**config.mk**
```make
export PLATFORM = sky130hd
export DESIGN_NAME = cbx_exec_core
export DESIGN_NICKNAME = d
export VERILOG_FILES = /design/src/include/cbx_pkg.sv /design/src/design/cbx_exec_core.sv
export SDC_FILE = /design/constraint.sdc
export NUM_CORES = 2
export LEC_CHECK = 0
export ABC_CLOCK_PERIOD_IN_PS = 13480
export BUFFER_PORTS_ARGS = -buffer_cell sky130_fd_sc_hd__buf_2
export CORE_ASPECT_RATIO = 2
export CORE_MARGIN = 4
export CORE_UTILIZATION = 58
export DETAILED_ROUTE_END_ITERATION = 10
export GPL_ROUTABILITY_DRIVEN = 0
export PLACE_DENSITY = 0.79
export SKIP_LAST_GASP = 1
export SLEW_MARGIN = 20
export SYNTH_ARGS = -nofsm -noshare
export SYNTH_HDL_FRONTEND = slang
export SYNTH_SLANG_ARGS = --single-unit
```
**constraint.sdc**
```tcl
create_clock -name CORE_CLK_IN -period 13.48 [get_ports CORE_CLK_IN]
set_clock_uncertainty 0.05 [all_clocks]
set_input_delay 0 -clock CORE_CLK_IN [delete_from_list [all_inputs] [get_ports CORE_CLK_IN]]
set_output_delay 0 -clock CORE_CLK_IN [all_outputs]
set_load 0.01 [all_outputs]
```
**src/include/cbx_pkg.sv**
```systemverilog
// Constants, command encoding and register map of the transfer, bit and branch executor.
// Contract
// - Overflow-flag branches go to PC+k+1 when the test holds; one clock, two when taken.
// - Interrupt-enable branches go to PC+k+1 when the test holds; one or two clocks.
// - Absolute read copies data byte at address k into the register in two clocks.
// - Absolute write stores the register at address k in two clocks, flags untouched.
// - Post-increment pointer read uses the old pointer, then adds one; two clocks.
// - Pre-decrement pointer read subtracts one first, then reads there; two clocks.
// - Offset read through second or third pointer reads pointer plus q; two clocks.
// - Post-increment pointer write stores at the old pointer, then adds one; two clocks.
// - Pre-decrement pointer write subtracts one first, then stores there; two clocks.
// - Offset write through second or third pointer stores at pointer plus q; two clocks.
// - Code memory read fetches byte at third pointer into r0 or a register; three clocks.
// - Extended code read prefixes the page byte; increment covers the whole address.
// - Push places the register on the stack in two clocks, flags untouched.
// - Pop returns the top stack byte into the register in two clocks, flags untouched.
// - I/O bit set and clear force bit b of location P; two clocks, flags kept.
// - Rotate left through carry updates Z, C, N and V in one clock.
// - Rotate right through carry updates Z, C, N and V in one clock.
// - Bit store copies register bit b into the transfer flag only, one clock.
// - Bit load writes the transfer flag into register bit b, one clock.
// - Each flag has its own set and clear, touching only that flag, one clock.
// - Sleep, watchdog kick and no-operation take one clock; the first two signal out.
// - Break acts only for the on-chip debug system; no cycle count defined.
package cbx_pkg;
    // Register map, byte addresses on the APB.
    localparam logic [11:0] OFS_CMD    = 12'h000;
    localparam logic [11:0] OFS_STATUS = 12'h004;
    localparam logic [11:0] OFS_PC     = 12'h008;
    localparam logic [11:0] OFS_FLAGS  = 12'h00C;
    localparam logic [11:0] OFS_SP     = 12'h010;
    localparam logic [11:0] OFS_PAGE   = 12'h014;
    localparam logic [11:0] OFS_GPR    = 12'h080;
    // Command word fields.
    localparam int CMD_OP_LSB  = 0;
    localparam int CMD_RD_LSB  = 6;
    localparam int CMD_RR_LSB  = 11;
    localparam int CMD_IMM_LSB = 16;
    // Bit positions inside the flag register.
    localparam int FL_C = 0;
    localparam int FL_Z = 1;
    localparam int FL_N = 2;
    localparam int FL_V = 3;
    localparam int FL_S = 4;
    localparam int FL_H = 5;
    localparam int FL_T = 6;
    localparam int FL_I = 7;
    // Pointer pair low-byte register indices.
    localparam logic [4:0] PTR_X_LO = 5'h1A;
    localparam logic [4:0] PTR_Y_LO = 5'h1C;
    localparam logic [4:0] PTR_Z_LO = 5'h1E;
    // Reset values.
    localparam logic [15:0] PC_RST    = 16'h0000;
    localparam logic [15:0] SP_RST    = 16'h00FF;
    localparam logic [7:0]  FLAGS_RST = 8'h00;
    localparam logic [7:0]  PAGE_RST  = 8'h00;
    // Command codes.
    localparam logic [5:0] OP_NOP = 6'h00, OP_SLEEP = 6'h01, OP_WDOG = 6'h02, OP_BREAK = 6'h03;
    localparam logic [5:0] OP_BVS = 6'h04, OP_BVC = 6'h05, OP_BIE = 6'h06, OP_BID = 6'h07;
    localparam logic [5:0] OP_COPY = 6'h08, OP_PCOPY = 6'h09, OP_IMM = 6'h0A;
    localparam logic [5:0] OP_RDABS = 6'h0B, OP_WRABS = 6'h0C;
    localparam logic [5:0] OP_RD = 6'h0D, OP_RDINC = 6'h0E, OP_RDDEC = 6'h0F, OP_RDOFS = 6'h10;
    localparam logic [5:0] OP_WR = 6'h11, OP_WRINC = 6'h12, OP_WRDEC = 6'h13, OP_WROFS = 6'h14;
    localparam logic [5:0] OP_PM0 = 6'h15, OP_PM = 6'h16, OP_PMINC = 6'h17;
    localparam logic [5:0] OP_XPM0 = 6'h18, OP_XPM = 6'h19, OP_XPMINC = 6'h1A;
    localparam logic [5:0] OP_PUSH = 6'h1B, OP_POP = 6'h1C, OP_IOSET = 6'h1D, OP_IOCLR = 6'h1E;
    localparam logic [5:0] OP_ROTL = 6'h1F, OP_ROTR = 6'h20, OP_TSTORE = 6'h21;
    localparam logic [5:0] OP_TLOAD = 6'h22, OP_FSET = 6'h23, OP_FCLR = 6'h24;
    localparam logic [5:0] OP_LAST = 6'h24;
    // Execution lengths in clocks.
    localparam logic [1:0] CLK_ONE = 2'h1, CLK_TWO = 2'h2, CLK_THREE = 2'h3;
    typedef enum logic {CBX_IDLE, CBX_EXEC} cbx_state_e;
endpackage

```
**src/design/cbx_exec_core.sv**
```systemverilog
// Executor for transfer, bit, flag and branch commands issued over APB.
//
// Design decisions made here: the register addresses and register access over APB.
`timescale 1ns/1ns
module cbx_exec_core (
    // Clock and reset.
    input  wire logic        CORE_CLK_IN,
    input  wire logic        RST_B_IN,
    // APB slave.
    input  wire logic        PSEL_IN,
    input  wire logic        PENABLE_IN,
    input  wire logic        PWRITE_IN,
    input  wire logic [11:0] PADDR_IN,
    input  wire logic [31:0] PWDATA_IN,
    output logic      [31:0] PRDATA_OUT,
    output logic             PREADY_OUT,
    output logic             PSLVERR_OUT,
    // Data memory, read data valid the cycle after the read strobe.
    output logic      [15:0] DM_ADDR_OUT,
    output logic      [7:0]  DM_WDATA_OUT,
    output logic             DM_WE_OUT,
    output logic             DM_RE_OUT,
    input  wire logic [7:0]  DM_RDATA_IN,
    // Code memory, byte addressed.
    output logic      [23:0] PM_ADDR_OUT,
    output logic             PM_RE_OUT,
    input  wire logic [7:0]  PM_RDATA_IN,
    // I/O bit port.
    output logic      [4:0]  IO_ADDR_OUT,
    output logic      [2:0]  IO_BIT_OUT,
    output logic             IO_SET_OUT,
    output logic             IO_CLR_OUT,
    // Core control.
    input  wire logic        DEBUG_EN_IN,
    output logic             SLEEP_REQ_OUT,
    output logic             WDOG_KICK_OUT,
    output logic             DEBUG_BREAK_OUT,
    output logic             BUSY_OUT
);
    import cbx_pkg::*;

    logic        rst_s1_q, rst_n;
    logic [7:0]  gpr_q [32];
    logic [7:0]  flags_q, page_q;
    logic [15:0] pc_q, sp_q;
    cbx_state_e  state_q;
    logic [1:0]  cnt_q, cyc_q, last_clk_q;
    logic [5:0]  op_q;
    logic [4:0]  rd_q, rr_q;
    logic [15:0] imm_q;
    logic        taken_q;
    logic [31:0] prdata_q;

    // Pointer pair selected by the low bits of the second operand field.
    function automatic logic [4:0] ptr_lo(input logic [1:0] sel);
        if (sel == 2'h0) return PTR_X_LO;
        else if (sel == 2'h1) return PTR_Y_LO;
        else return PTR_Z_LO;
    endfunction

    // Number of clocks a command occupies.
    function automatic logic [1:0] op_clocks(input logic [5:0] op, input logic tk);
        if (op >= OP_BVS && op <= OP_BID) return tk ? CLK_TWO : CLK_ONE;
        else if (op >= OP_PM0 && op <= OP_XPMINC) return CLK_THREE;
        else if (op >= OP_RDABS && op <= OP_IOCLR) return CLK_TWO;
        else return CLK_ONE;
    endfunction

    // Reset release through two flip-flops; the second stage is the design reset.
    always_ff @(posedge CORE_CLK_IN or negedge RST_B_IN) begin
        if (!RST_B_IN) begin
            rst_s1_q <= 1'b0;
            rst_n    <= 1'b0;
        end else begin
            rst_s1_q <= 1'b1;
            rst_n    <= rst_s1_q;
        end
    end

    // Bus decode; the slave never inserts wait states.
    wire        busy     = (state_q == CBX_EXEC);
    wire        setup    = PSEL_IN && !PENABLE_IN;
    wire        access   = PSEL_IN && PENABLE_IN;
    wire        gpr_hit  = (PADDR_IN[11:7] == OFS_GPR[11:7]) && (PADDR_IN[1:0] == 2'h0);
    wire        reg_hit  = (PADDR_IN == OFS_CMD) || (PADDR_IN == OFS_STATUS) ||
                           (PADDR_IN == OFS_PC) || (PADDR_IN == OFS_FLAGS) ||
                           (PADDR_IN == OFS_SP) || (PADDR_IN == OFS_PAGE) || gpr_hit;
    wire [5:0]  n_op     = PWDATA_IN[CMD_OP_LSB +: 6];
    wire [4:0]  n_rd     = PWDATA_IN[CMD_RD_LSB +: 5];
    wire [4:0]  n_rr     = PWDATA_IN[CMD_RR_LSB +: 5];
    wire [15:0] n_imm    = PWDATA_IN[CMD_IMM_LSB +: 16];
    wire        is_ptrop = (n_op >= OP_RD && n_op <= OP_WROFS);
    wire        is_ofs   = (n_op == OP_RDOFS) || (n_op == OP_WROFS);
    // Offset forms exist for the second and third pointers only.
    wire        cmd_ok   = (n_op <= OP_LAST) && !(is_ptrop && n_rr[1:0] == 2'h3) &&
                           !(is_ofs && n_rr[1:0] == 2'h0);
    wire        bad_wr   = PWRITE_IN && (busy || (PADDR_IN == OFS_STATUS) ||
                           ((PADDR_IN == OFS_CMD) && !cmd_ok));
    wire        bus_err  = !reg_hit || bad_wr;
    wire        apb_wr   = access && PWRITE_IN && !bus_err;
    wire        accept   = apb_wr && (PADDR_IN == OFS_CMD);
    wire        finish   = busy && (cnt_q == 2'h0);
    assign PREADY_OUT  = 1'b1;
    assign PSLVERR_OUT = access && bus_err;
    assign PRDATA_OUT  = prdata_q;
    assign BUSY_OUT    = busy;

    // Address generation for the incoming command.
    wire [4:0]  p_lo     = ptr_lo(n_rr[1:0]);
    wire [4:0]  p_hi     = 5'(p_lo + 5'h1);
    wire [15:0] ptr_cur  = {gpr_q[p_hi], gpr_q[p_lo]};
    wire [15:0] ptr_inc  = 16'(ptr_cur + 16'h1);
    wire [15:0] ptr_dec  = 16'(ptr_cur - 16'h1);
    wire [15:0] z_cur    = {gpr_q[PTR_Z_LO + 5'h1], gpr_q[PTR_Z_LO]};
    wire [23:0] xz_inc   = 24'({page_q, z_cur} + 24'h1);
    wire        pm_ext   = (n_op >= OP_XPM0 && n_op <= OP_XPMINC);
    wire [15:0] dm_addr_n = (n_op == OP_RDABS || n_op == OP_WRABS) ? n_imm :
                            (n_op == OP_RDDEC || n_op == OP_WRDEC) ? ptr_dec :
                            is_ofs ? 16'(ptr_cur + {10'h000, n_imm[5:0]}) :
                            (n_op == OP_PUSH) ? sp_q :
                            (n_op == OP_POP) ? 16'(sp_q + 16'h1) :
                            ptr_cur;
    wire        dm_rd_n  = (n_op == OP_RDABS) || (n_op >= OP_RD && n_op <= OP_RDOFS) ||
                           (n_op == OP_POP);
    wire        dm_wr_n  = (n_op == OP_WRABS) || (n_op >= OP_WR && n_op <= OP_WROFS) ||
                           (n_op == OP_PUSH);
    wire        ptr_upd  = (n_op == OP_RDINC) || (n_op == OP_RDDEC) ||
                           (n_op == OP_WRINC) || (n_op == OP_WRDEC);
    wire [15:0] ptr_new  = (n_op == OP_RDDEC || n_op == OP_WRDEC) ? ptr_dec : ptr_inc;

    // Branch condition on the current flags.
    wire        taken_n  = ((n_op == OP_BVS) && flags_q[FL_V]) ||
                           ((n_op == OP_BVC) && !flags_q[FL_V]) ||
                           ((n_op == OP_BIE) && flags_q[FL_I]) ||
                           ((n_op == OP_BID) && !flags_q[FL_I]);

    // Result of the finishing command; loads take the memory byte in their last cycle.
    wire [7:0]  src_b    = gpr_q[rr_q];
    wire [7:0]  dst_b    = gpr_q[rd_q];
    wire [2:0]  bsel     = imm_q[2:0];
    wire [7:0]  rot_l    = {dst_b[6:0], flags_q[FL_C]};
    wire [7:0]  rot_r    = {flags_q[FL_C], dst_b[7:1]};
    wire        rot_c    = (op_q == OP_ROTL) ? dst_b[7] : dst_b[0];
    wire [7:0]  rot_res  = (op_q == OP_ROTL) ? rot_l : rot_r;
    wire        is_pm    = (op_q >= OP_PM0 && op_q <= OP_XPMINC);
    wire        is_dmrd  = (op_q == OP_RDABS) || (op_q >= OP_RD && op_q <= OP_RDOFS) ||
                           (op_q == OP_POP);
    wire        wb_en    = is_pm || is_dmrd || (op_q == OP_COPY) || (op_q == OP_IMM) ||
                           (op_q == OP_ROTL) || (op_q == OP_ROTR) || (op_q == OP_TLOAD);
    wire [4:0]  wb_idx   = (op_q == OP_PM0 || op_q == OP_XPM0) ? 5'h00 : rd_q;
    wire [7:0]  bld_res  = (dst_b & ~(8'h01 << bsel)) | ({7'h00, flags_q[FL_T]} << bsel);
    wire [7:0]  wb_data  = is_pm ? PM_RDATA_IN :
                           is_dmrd ? DM_RDATA_IN :
                           (op_q == OP_COPY) ? src_b :
                           (op_q == OP_IMM) ? imm_q[7:0] :
                           (op_q == OP_TLOAD) ? bld_res :
                           rot_res;
    wire [15:0] pc_next  = taken_q ? 16'(pc_q + {{9{imm_q[6]}}, imm_q[6:0]} + 16'h1) :
                           (op_q == OP_RDABS || op_q == OP_WRABS) ? 16'(pc_q + 16'h2) :
                           16'(pc_q + 16'h1);

    // Flag update; only rotates, the transfer bit store and flag set or clear touch flags.
    logic [7:0] flags_x;
    always_comb begin
        flags_x = flags_q;
        if (op_q == OP_ROTL || op_q == OP_ROTR) begin
            flags_x[FL_C] = rot_c;
            flags_x[FL_Z] = (rot_res == 8'h00);
            flags_x[FL_N] = rot_res[7];
            flags_x[FL_V] = rot_res[7] ^ rot_c;
        end else if (op_q == OP_TSTORE) begin
            flags_x[FL_T] = src_b[bsel];
        end else if (op_q == OP_FSET || op_q == OP_FCLR) begin
            flags_x[bsel] = (op_q == OP_FSET);
        end
    end

    // Read mux, captured in the setup phase so the data stands through the access phase.
    wire [31:0] rd_mux = (PADDR_IN == OFS_CMD) ?
                             {imm_q, rr_q, rd_q, op_q} :
                         (PADDR_IN == OFS_STATUS) ? {26'h0, last_clk_q, 3'h0, busy} :
                         (PADDR_IN == OFS_PC) ? {16'h0, pc_q} :
                         (PADDR_IN == OFS_FLAGS) ? {24'h0, flags_q} :
                         (PADDR_IN == OFS_SP) ? {16'h0, sp_q} :
                         (PADDR_IN == OFS_PAGE) ? {24'h0, page_q} :
                         gpr_hit ? {24'h0, gpr_q[PADDR_IN[6:2]]} : 32'h0;
    always_ff @(posedge CORE_CLK_IN or negedge rst_n) begin
        if (!rst_n) prdata_q <= 32'h0;
        else if (setup) prdata_q <= rd_mux;
    end

    // Sequencer: a command holds the executor for exactly its clock count.
    always_ff @(posedge CORE_CLK_IN or negedge rst_n) begin
        if (!rst_n) begin
            state_q <= CBX_IDLE;
            cnt_q <= 2'h0;
            cyc_q <= 2'h0;
            last_clk_q <= 2'h0;
        end else if (accept) begin
            state_q <= CBX_EXEC;
            cnt_q <= 2'(op_clocks(n_op, taken_n) - 2'h1);
            cyc_q <= CLK_ONE;
        end else if (finish) begin
            state_q <= CBX_IDLE;
            last_clk_q <= cyc_q;
        end else if (busy) begin
            cnt_q <= 2'(cnt_q - 2'h1);
            cyc_q <= 2'(cyc_q + 2'h1);
        end
    end

    // Command latch.
    always_ff @(posedge CORE_CLK_IN or negedge rst_n) begin
        if (!rst_n) begin
            op_q <= OP_NOP;
            rd_q <= 5'h00;
            rr_q <= 5'h00;
            imm_q <= 16'h0000;
            taken_q <= 1'b0;
        end else if (accept) begin
            op_q <= n_op;
            rd_q <= n_rd;
            rr_q <= n_rr;
            imm_q <= n_imm;
            taken_q <= taken_n;
        end
    end

    // Working registers: pointer steps land at issue, results land in the last cycle.
    always_ff @(posedge CORE_CLK_IN or negedge rst_n) begin
        if (!rst_n) begin
            for (int i = 0; i < 32; i++) gpr_q[i] <= 8'h00;
        end else begin
            if (apb_wr && gpr_hit) gpr_q[PADDR_IN[6:2]] <= PWDATA_IN[7:0];
            if (accept && ptr_upd) begin
                gpr_q[p_lo] <= ptr_new[7:0];
                gpr_q[p_hi] <= ptr_new[15:8];
            end
            if (accept && (n_op == OP_PMINC || n_op == OP_XPMINC)) begin
                gpr_q[PTR_Z_LO] <= xz_inc[7:0];
                gpr_q[PTR_Z_LO + 5'h1] <= xz_inc[15:8];
            end
            if (finish && wb_en) gpr_q[wb_idx] <= wb_data;
            if (finish && op_q == OP_PCOPY) begin
                gpr_q[{rd_q[4:1], 1'b0}] <= gpr_q[{rr_q[4:1], 1'b0}];
                gpr_q[{rd_q[4:1], 1'b1}] <= gpr_q[{rr_q[4:1], 1'b1}];
            end
        end
    end

    // Flags, program counter, stack pointer and code page.
    always_ff @(posedge CORE_CLK_IN or negedge rst_n) begin
        if (!rst_n) begin
            flags_q <= FLAGS_RST;
            pc_q <= PC_RST;
            sp_q <= SP_RST;
            page_q <= PAGE_RST;
        end else begin
            if (apb_wr && PADDR_IN == OFS_FLAGS) flags_q <= PWDATA_IN[7:0];
            else if (finish) flags_q <= flags_x;
            if (apb_wr && PADDR_IN == OFS_PC) pc_q <= PWDATA_IN[15:0];
            else if (finish) pc_q <= pc_next;
            if (apb_wr && PADDR_IN == OFS_SP) sp_q <= PWDATA_IN[15:0];
            else if (accept && n_op == OP_PUSH) sp_q <= 16'(sp_q - 16'h1);
            else if (accept && n_op == OP_POP) sp_q <= 16'(sp_q + 16'h1);
            if (apb_wr && PADDR_IN == OFS_PAGE) page_q <= PWDATA_IN[7:0];
            else if (accept && n_op == OP_XPMINC) page_q <= xz_inc[23:16];
        end
    end

    // Memory and side-band strobes are registered and last one cycle after issue.
    always_ff @(posedge CORE_CLK_IN or negedge rst_n) begin
        if (!rst_n) begin
            DM_ADDR_OUT <= 16'h0000;
            DM_WDATA_OUT <= 8'h00;
            DM_WE_OUT <= 1'b0;
            DM_RE_OUT <= 1'b0;
            PM_ADDR_OUT <= 24'h000000;
            PM_RE_OUT <= 1'b0;
            IO_ADDR_OUT <= 5'h00;
            IO_BIT_OUT <= 3'h0;
            IO_SET_OUT <= 1'b0;
            IO_CLR_OUT <= 1'b0;
            SLEEP_REQ_OUT <= 1'b0;
            WDOG_KICK_OUT <= 1'b0;
            DEBUG_BREAK_OUT <= 1'b0;
        end else begin
            DM_WE_OUT <= accept && dm_wr_n;
            DM_RE_OUT <= accept && dm_rd_n;
            PM_RE_OUT <= accept && (n_op >= OP_PM0 && n_op <= OP_XPMINC);
            IO_SET_OUT <= accept && (n_op == OP_IOSET);
            IO_CLR_OUT <= accept && (n_op == OP_IOCLR);
            SLEEP_REQ_OUT <= accept && (n_op == OP_SLEEP);
            WDOG_KICK_OUT <= accept && (n_op == OP_WDOG);
            // Without the debugger the break is a plain one-clock no-operation.
            DEBUG_BREAK_OUT <= accept && (n_op == OP_BREAK) && DEBUG_EN_IN;
            if (accept) begin
                DM_ADDR_OUT <= dm_addr_n;
                DM_WDATA_OUT <= gpr_q[n_rd];
                PM_ADDR_OUT <= pm_ext ? {page_q, z_cur} : {8'h00, z_cur};
                IO_ADDR_OUT <= n_imm[12:8];
                IO_BIT_OUT <= n_imm[2:0];
            end
        end
    end
endmodule

```
==> run metrics, run 1 <==
setup bufs post-CTS 0; register area share after synthesis 0.2885; Hold Buf Count CTS 36; Synth Instances 4004; Post-synth EDFFs 0; Rows 131; synth cell count leaders 466 x nand2_1, 426 x dfrtp_1, 316 x nor2_1; pin count of the biggest net entering global routing 93; Clock Path Buffers 3; first-pass GRT wire length 311800 microns; H-Tree Depth 2; detailed placer's ending HPWL 133900 microns; IO Pins 165; Yosys top cell by area dfrtp_1; share of the synthesized area in the top cell type 0.2829; top cells by area, synth dfrtp_1 28%, mux4_2 17%, mux2i_1 8.1%, nand2_1 4.6%, nor2_1 3.1%; PortBufs 163; Num CTS Buffers 42; GRT Total Usage 0.6215; post_cts resized 0; Initial Util 0.5879; DIE HEIGHT 368.4 microns; flops & latches, synth 434; Last stage global routing; Placed Instance Area 39100 sq um; Post-synth ARST share 1.000; clk root buf clkbuf_16; syn_area_per_cell 9.410 sq um; Place WS 8121 ps; Log Error [ERROR GRT-0116] Global routing finished with congestion. Check the congestion regions in the DRC Viewer.; status did not finish; Synth cell types 100; Post-synth top flop dfrtp_1; grt ovf 6; vias in the first global route 43080; Die Span X 188.2 microns; mapped cell area 37680 sq um; synth warn 0; most frequent cell after synthesis nand2_1; TritonCTS Sinks 434
[routing by layer]
metal	overflow	global-route usage
met1	0	0.5716
met2	2	0.8334
met3	0	0.4498
met4	4	0.6457
met5	0	0.1838
[cells by family after synthesis]
logic type / synth area share
and+or+nand+nor: 0.1595
muxes: 0.2800
adders and majority gates: 0.01036
buffers and inverters: 0.05038
AOI/OAI and AO/OA: 0.1913
DFF: 0.2885
other: 0.00009953
xor gates and xnor gates: 0.01976
[through the flow]
stage               cells  hold WS [ps]
global placement     4786        -257.2
CTS                  4900         12.96
floorplan            4005        -345.6
detailed placement   4788        -257.1
==> inputs of run 2 (changes only) <==
- ABC_CLOCK_PERIOD_IN_PS: 13480 -> 17500
- CORE_ASPECT_RATIO: 2 -> default
- CORE_UTILIZATION: 58 -> 40
- PLACE_DENSITY: 0.79 -> default
- PLACE_DENSITY_LB_ADDON: default -> 0.15
- clock period: 13.48 -> 17.5 ns (I/O delays scaled with it)
==> run 2 against run 1 <==
The flow now finishes without violations; area after synthesis is the same; synthesized cell count unchanged.
==> run metrics, run 2 <==
synth warn 0 (unchanged); drt initial violations 5883; layout cells sized above 1 0.2125; Post-synth EDFFs 0 (unchanged); Reg clk slew, reported paths 60 ps; Vias 37540; CP Capture Type register; Post-synth top flop dfrtp_1; Fill cells 9064; Seq. cell area 10890 sq um; Max Slew Vio Count 0; Setup CP Type reg -> reg; DRC errors left 0; post-layout net count 4093; worst vdd ir 0.07732 mV; Setup TNS 0 ps; total power divided by cell area 60.59 nW/um^2; area of the multi-input gates 25110 sq um; detailed placer's ending HPWL 129500 microns (-3.3%); DIE HEIGHT 314.9 microns (-15%); DR WL met3 23100 microns; mux contribution to synthesized area 0.2800 (unchanged); clk_lat worst skew 670 ps; first-pass GRT wire length 257600 microns; Final Cycle Share 0.3016; TritonCTS Sinks 434 (unchanged); setup violators final 0; Hold Fails Final Rpt 0; syn_area_per_cell 9.410 sq um (unchanged); status complete, no violations; grt ovf 0; mapped cell area 37680 sq um (unchanged); Initial Util 0.4037 (-0.1842); commonest non-fill, non-tap cells in the layout 466 x nand2_1, 419 x dfrtp_1, 304 x mux2i_1; post-synthesis simple-gate area fraction 0.1595 (unchanged); synth cell count leaders 466 x nand2_1, 426 x dfrtp_1, 316 x nor2_1; Final min period 5277 ps; DR WL/cell 33.98 microns; RSZ-0062 raised after global routing false; Fmax achieved 189.5 MHz; Num CTS Buffers 55 (+31%); vias in the first global route 35330; Rows 112 (-15%); DR WL met2 77340 microns; worst-path fanout max 56; post-synthesis compound-gate area fraction 0.1913 (unchanged); Rel. slew slack 0.1743; full die area 99170 sq um; Lkg Pwr 15.28 nW; Most flops, register gpr_q; Synth Instances 4004 (unchanged); overall routed net length 180000 microns; max capacitance violation total 0; xor and xnor fraction of the mapped netlist area 0.01976 (unchanged); Worst Hold Class in -> reg; top cells by area, synth dfrtp_1 28%, mux4_2 17%, mux2i_1 8.1%, nand2_1 4.6%, nor2_1 3.1%; Routed Antenna Nets 0; met1 wire length 67590 microns; H-Tree Depth 2 (unchanged); largest family of logic cells by synthesized area multiplexers; register area share after synthesis 0.2885 (unchanged); leading cell type in the layout, fill and taps excluded nand2_1; Post-synth ARST share 1.000 (unchanged); Die Span X 314.9 microns (+67%); Largest register FFs 256; Least-Margin Pin Slew 1234 ps; flops & latches, synth 434 (unchanged); IO Pins 165 (unchanged); pin count of the biggest net entering global routing 75; Core ar. 93330 sq um; WP data arrival 5710 ps; most frequent cell after synthesis nand2_1; Req. time, crit path 17930 ps; Clock Path Buffers 3 (unchanged); CTS tree built; post_cts resized 0 (unchanged); Fin Hold WS 19.80 ps; Synth cell types 100 (unchanged); clk root buf clkbuf_16; max layer used met4; PortBufs 163 (unchanged); Post-Synth Adder-Cell Area 0.01036 (unchanged); Worst setup SP type register; Vias per Instance 7.085; GRT Total Usage 0.3533; initial antenna violation count 1; share of the synthesized area in the top cell type 0.2829 (unchanged); Yosys top cell by area dfrtp_1; Pre-antenna DRT Iters 10; area grow syn2layout 10.94%
[run 2: through the flow]
stage | utilization | setup WS, ps | total power, mW | std cells | instance area, sq um
final | 0.4478 | 12220 | 2.532 | 5298 | 41800
after global routing | 0.4478 | 12060 | 2.596 | 5296 | 41790
after CTS | 0.4472 | 12200 | 2.537 | 5295 | 41730
after detailed placement | 0.4220 | 12220 | 1.295 | 5152 | 39390
after global placement | 0.4220 | 12310 | 1.295 | 5152 | 39380
after floorplan | - | 4472 | 1.197 | 4005 | 37680
[run 2: worst paths after layout]
kind	from	end	slack, ps	cells after the start
min in group asynchronous	RST_B_IN	rst_s1_q$_DFF_PN0_	170	3
worst max-delay path	rd_q[2]$_DFFE_PN0P_	gpr_q[46]$_DFF_PN0_	12220	12
worst max register to register	rd_q[2]$_DFFE_PN0P_	gpr_q[46]$_DFF_PN0_	12220	12
max in group asynchronous	rst_n$_DFF_PN0_	rr_q[2]$_DFFE_PN0P_	14630	2
worst min-delay path	PM_RDATA_IN[3]	gpr_q[219]$_DFF_PN0_	20	4
worst min register to register	rst_s1_q$_DFF_PN0_	rst_n$_DFF_PN0_	300	0
[run 2: what timing repair did]
action,in CTS,in global routing
hold endpoints to repair,112,0
setup buffers,0,0
hold buffers,41,0
[run 2: power by group]
part / total [mW] / switching, mW / internal (mW)
logic: 0.259 / 0.167 / 0.0925
registers: 1.04 / 0.0229 / 1.01
clock network: 1.24 / 0.518 / 0.720
total: 2.53 / 0.708 / 1.82
[run 2: critical path: stages (launching register included)]
cell and delay [ps]:
dfrtp_4 920, buf_4 780, mux4_2 430, mux4_2 460
nand2_1 80, nand3_1 160, a221o_1 380, a211oi_2 240
buf_4 290, or2_1 560, buf_4 370, a2bb2oi_1 200
o21ai_1 70
[run 2: cell families after synthesis]
kind of cell | after synthesis
and+or+nand+nor | 1292
buffers and inverters | 426
adders and majority gates | 30
DFF | 434
xor gates and xnor gates | 85
muxes | 677
AOI/OAI and AO/OA | 1059
other | 1
[run 2: layout make-up]
| cell class | count | area share |
|---|---|---|
| multi-input combinational | 3145 | 0.6008 |
| sequential | 434 | 0.2606 |
| timing repair buffer | 323 | 0.05122 |
| clock buffer | 76 | 0.03865 |
| tap | 1254 | 0.03754 |
| clock inverter | 26 | 0.007634 |
| inverter | 38 | 0.003413 |
| antenna | 2 | 0.0001197 |
[run 2: per-layer routing]
layer,track usage,up-vias
met3,0.1163,632
met2,0.5262,2834
met5,0,-
met1,0.4588,18630
li1,-,15440
met4,0.1826,0
No activity file was read; power rests on OpenSTA's default activity.
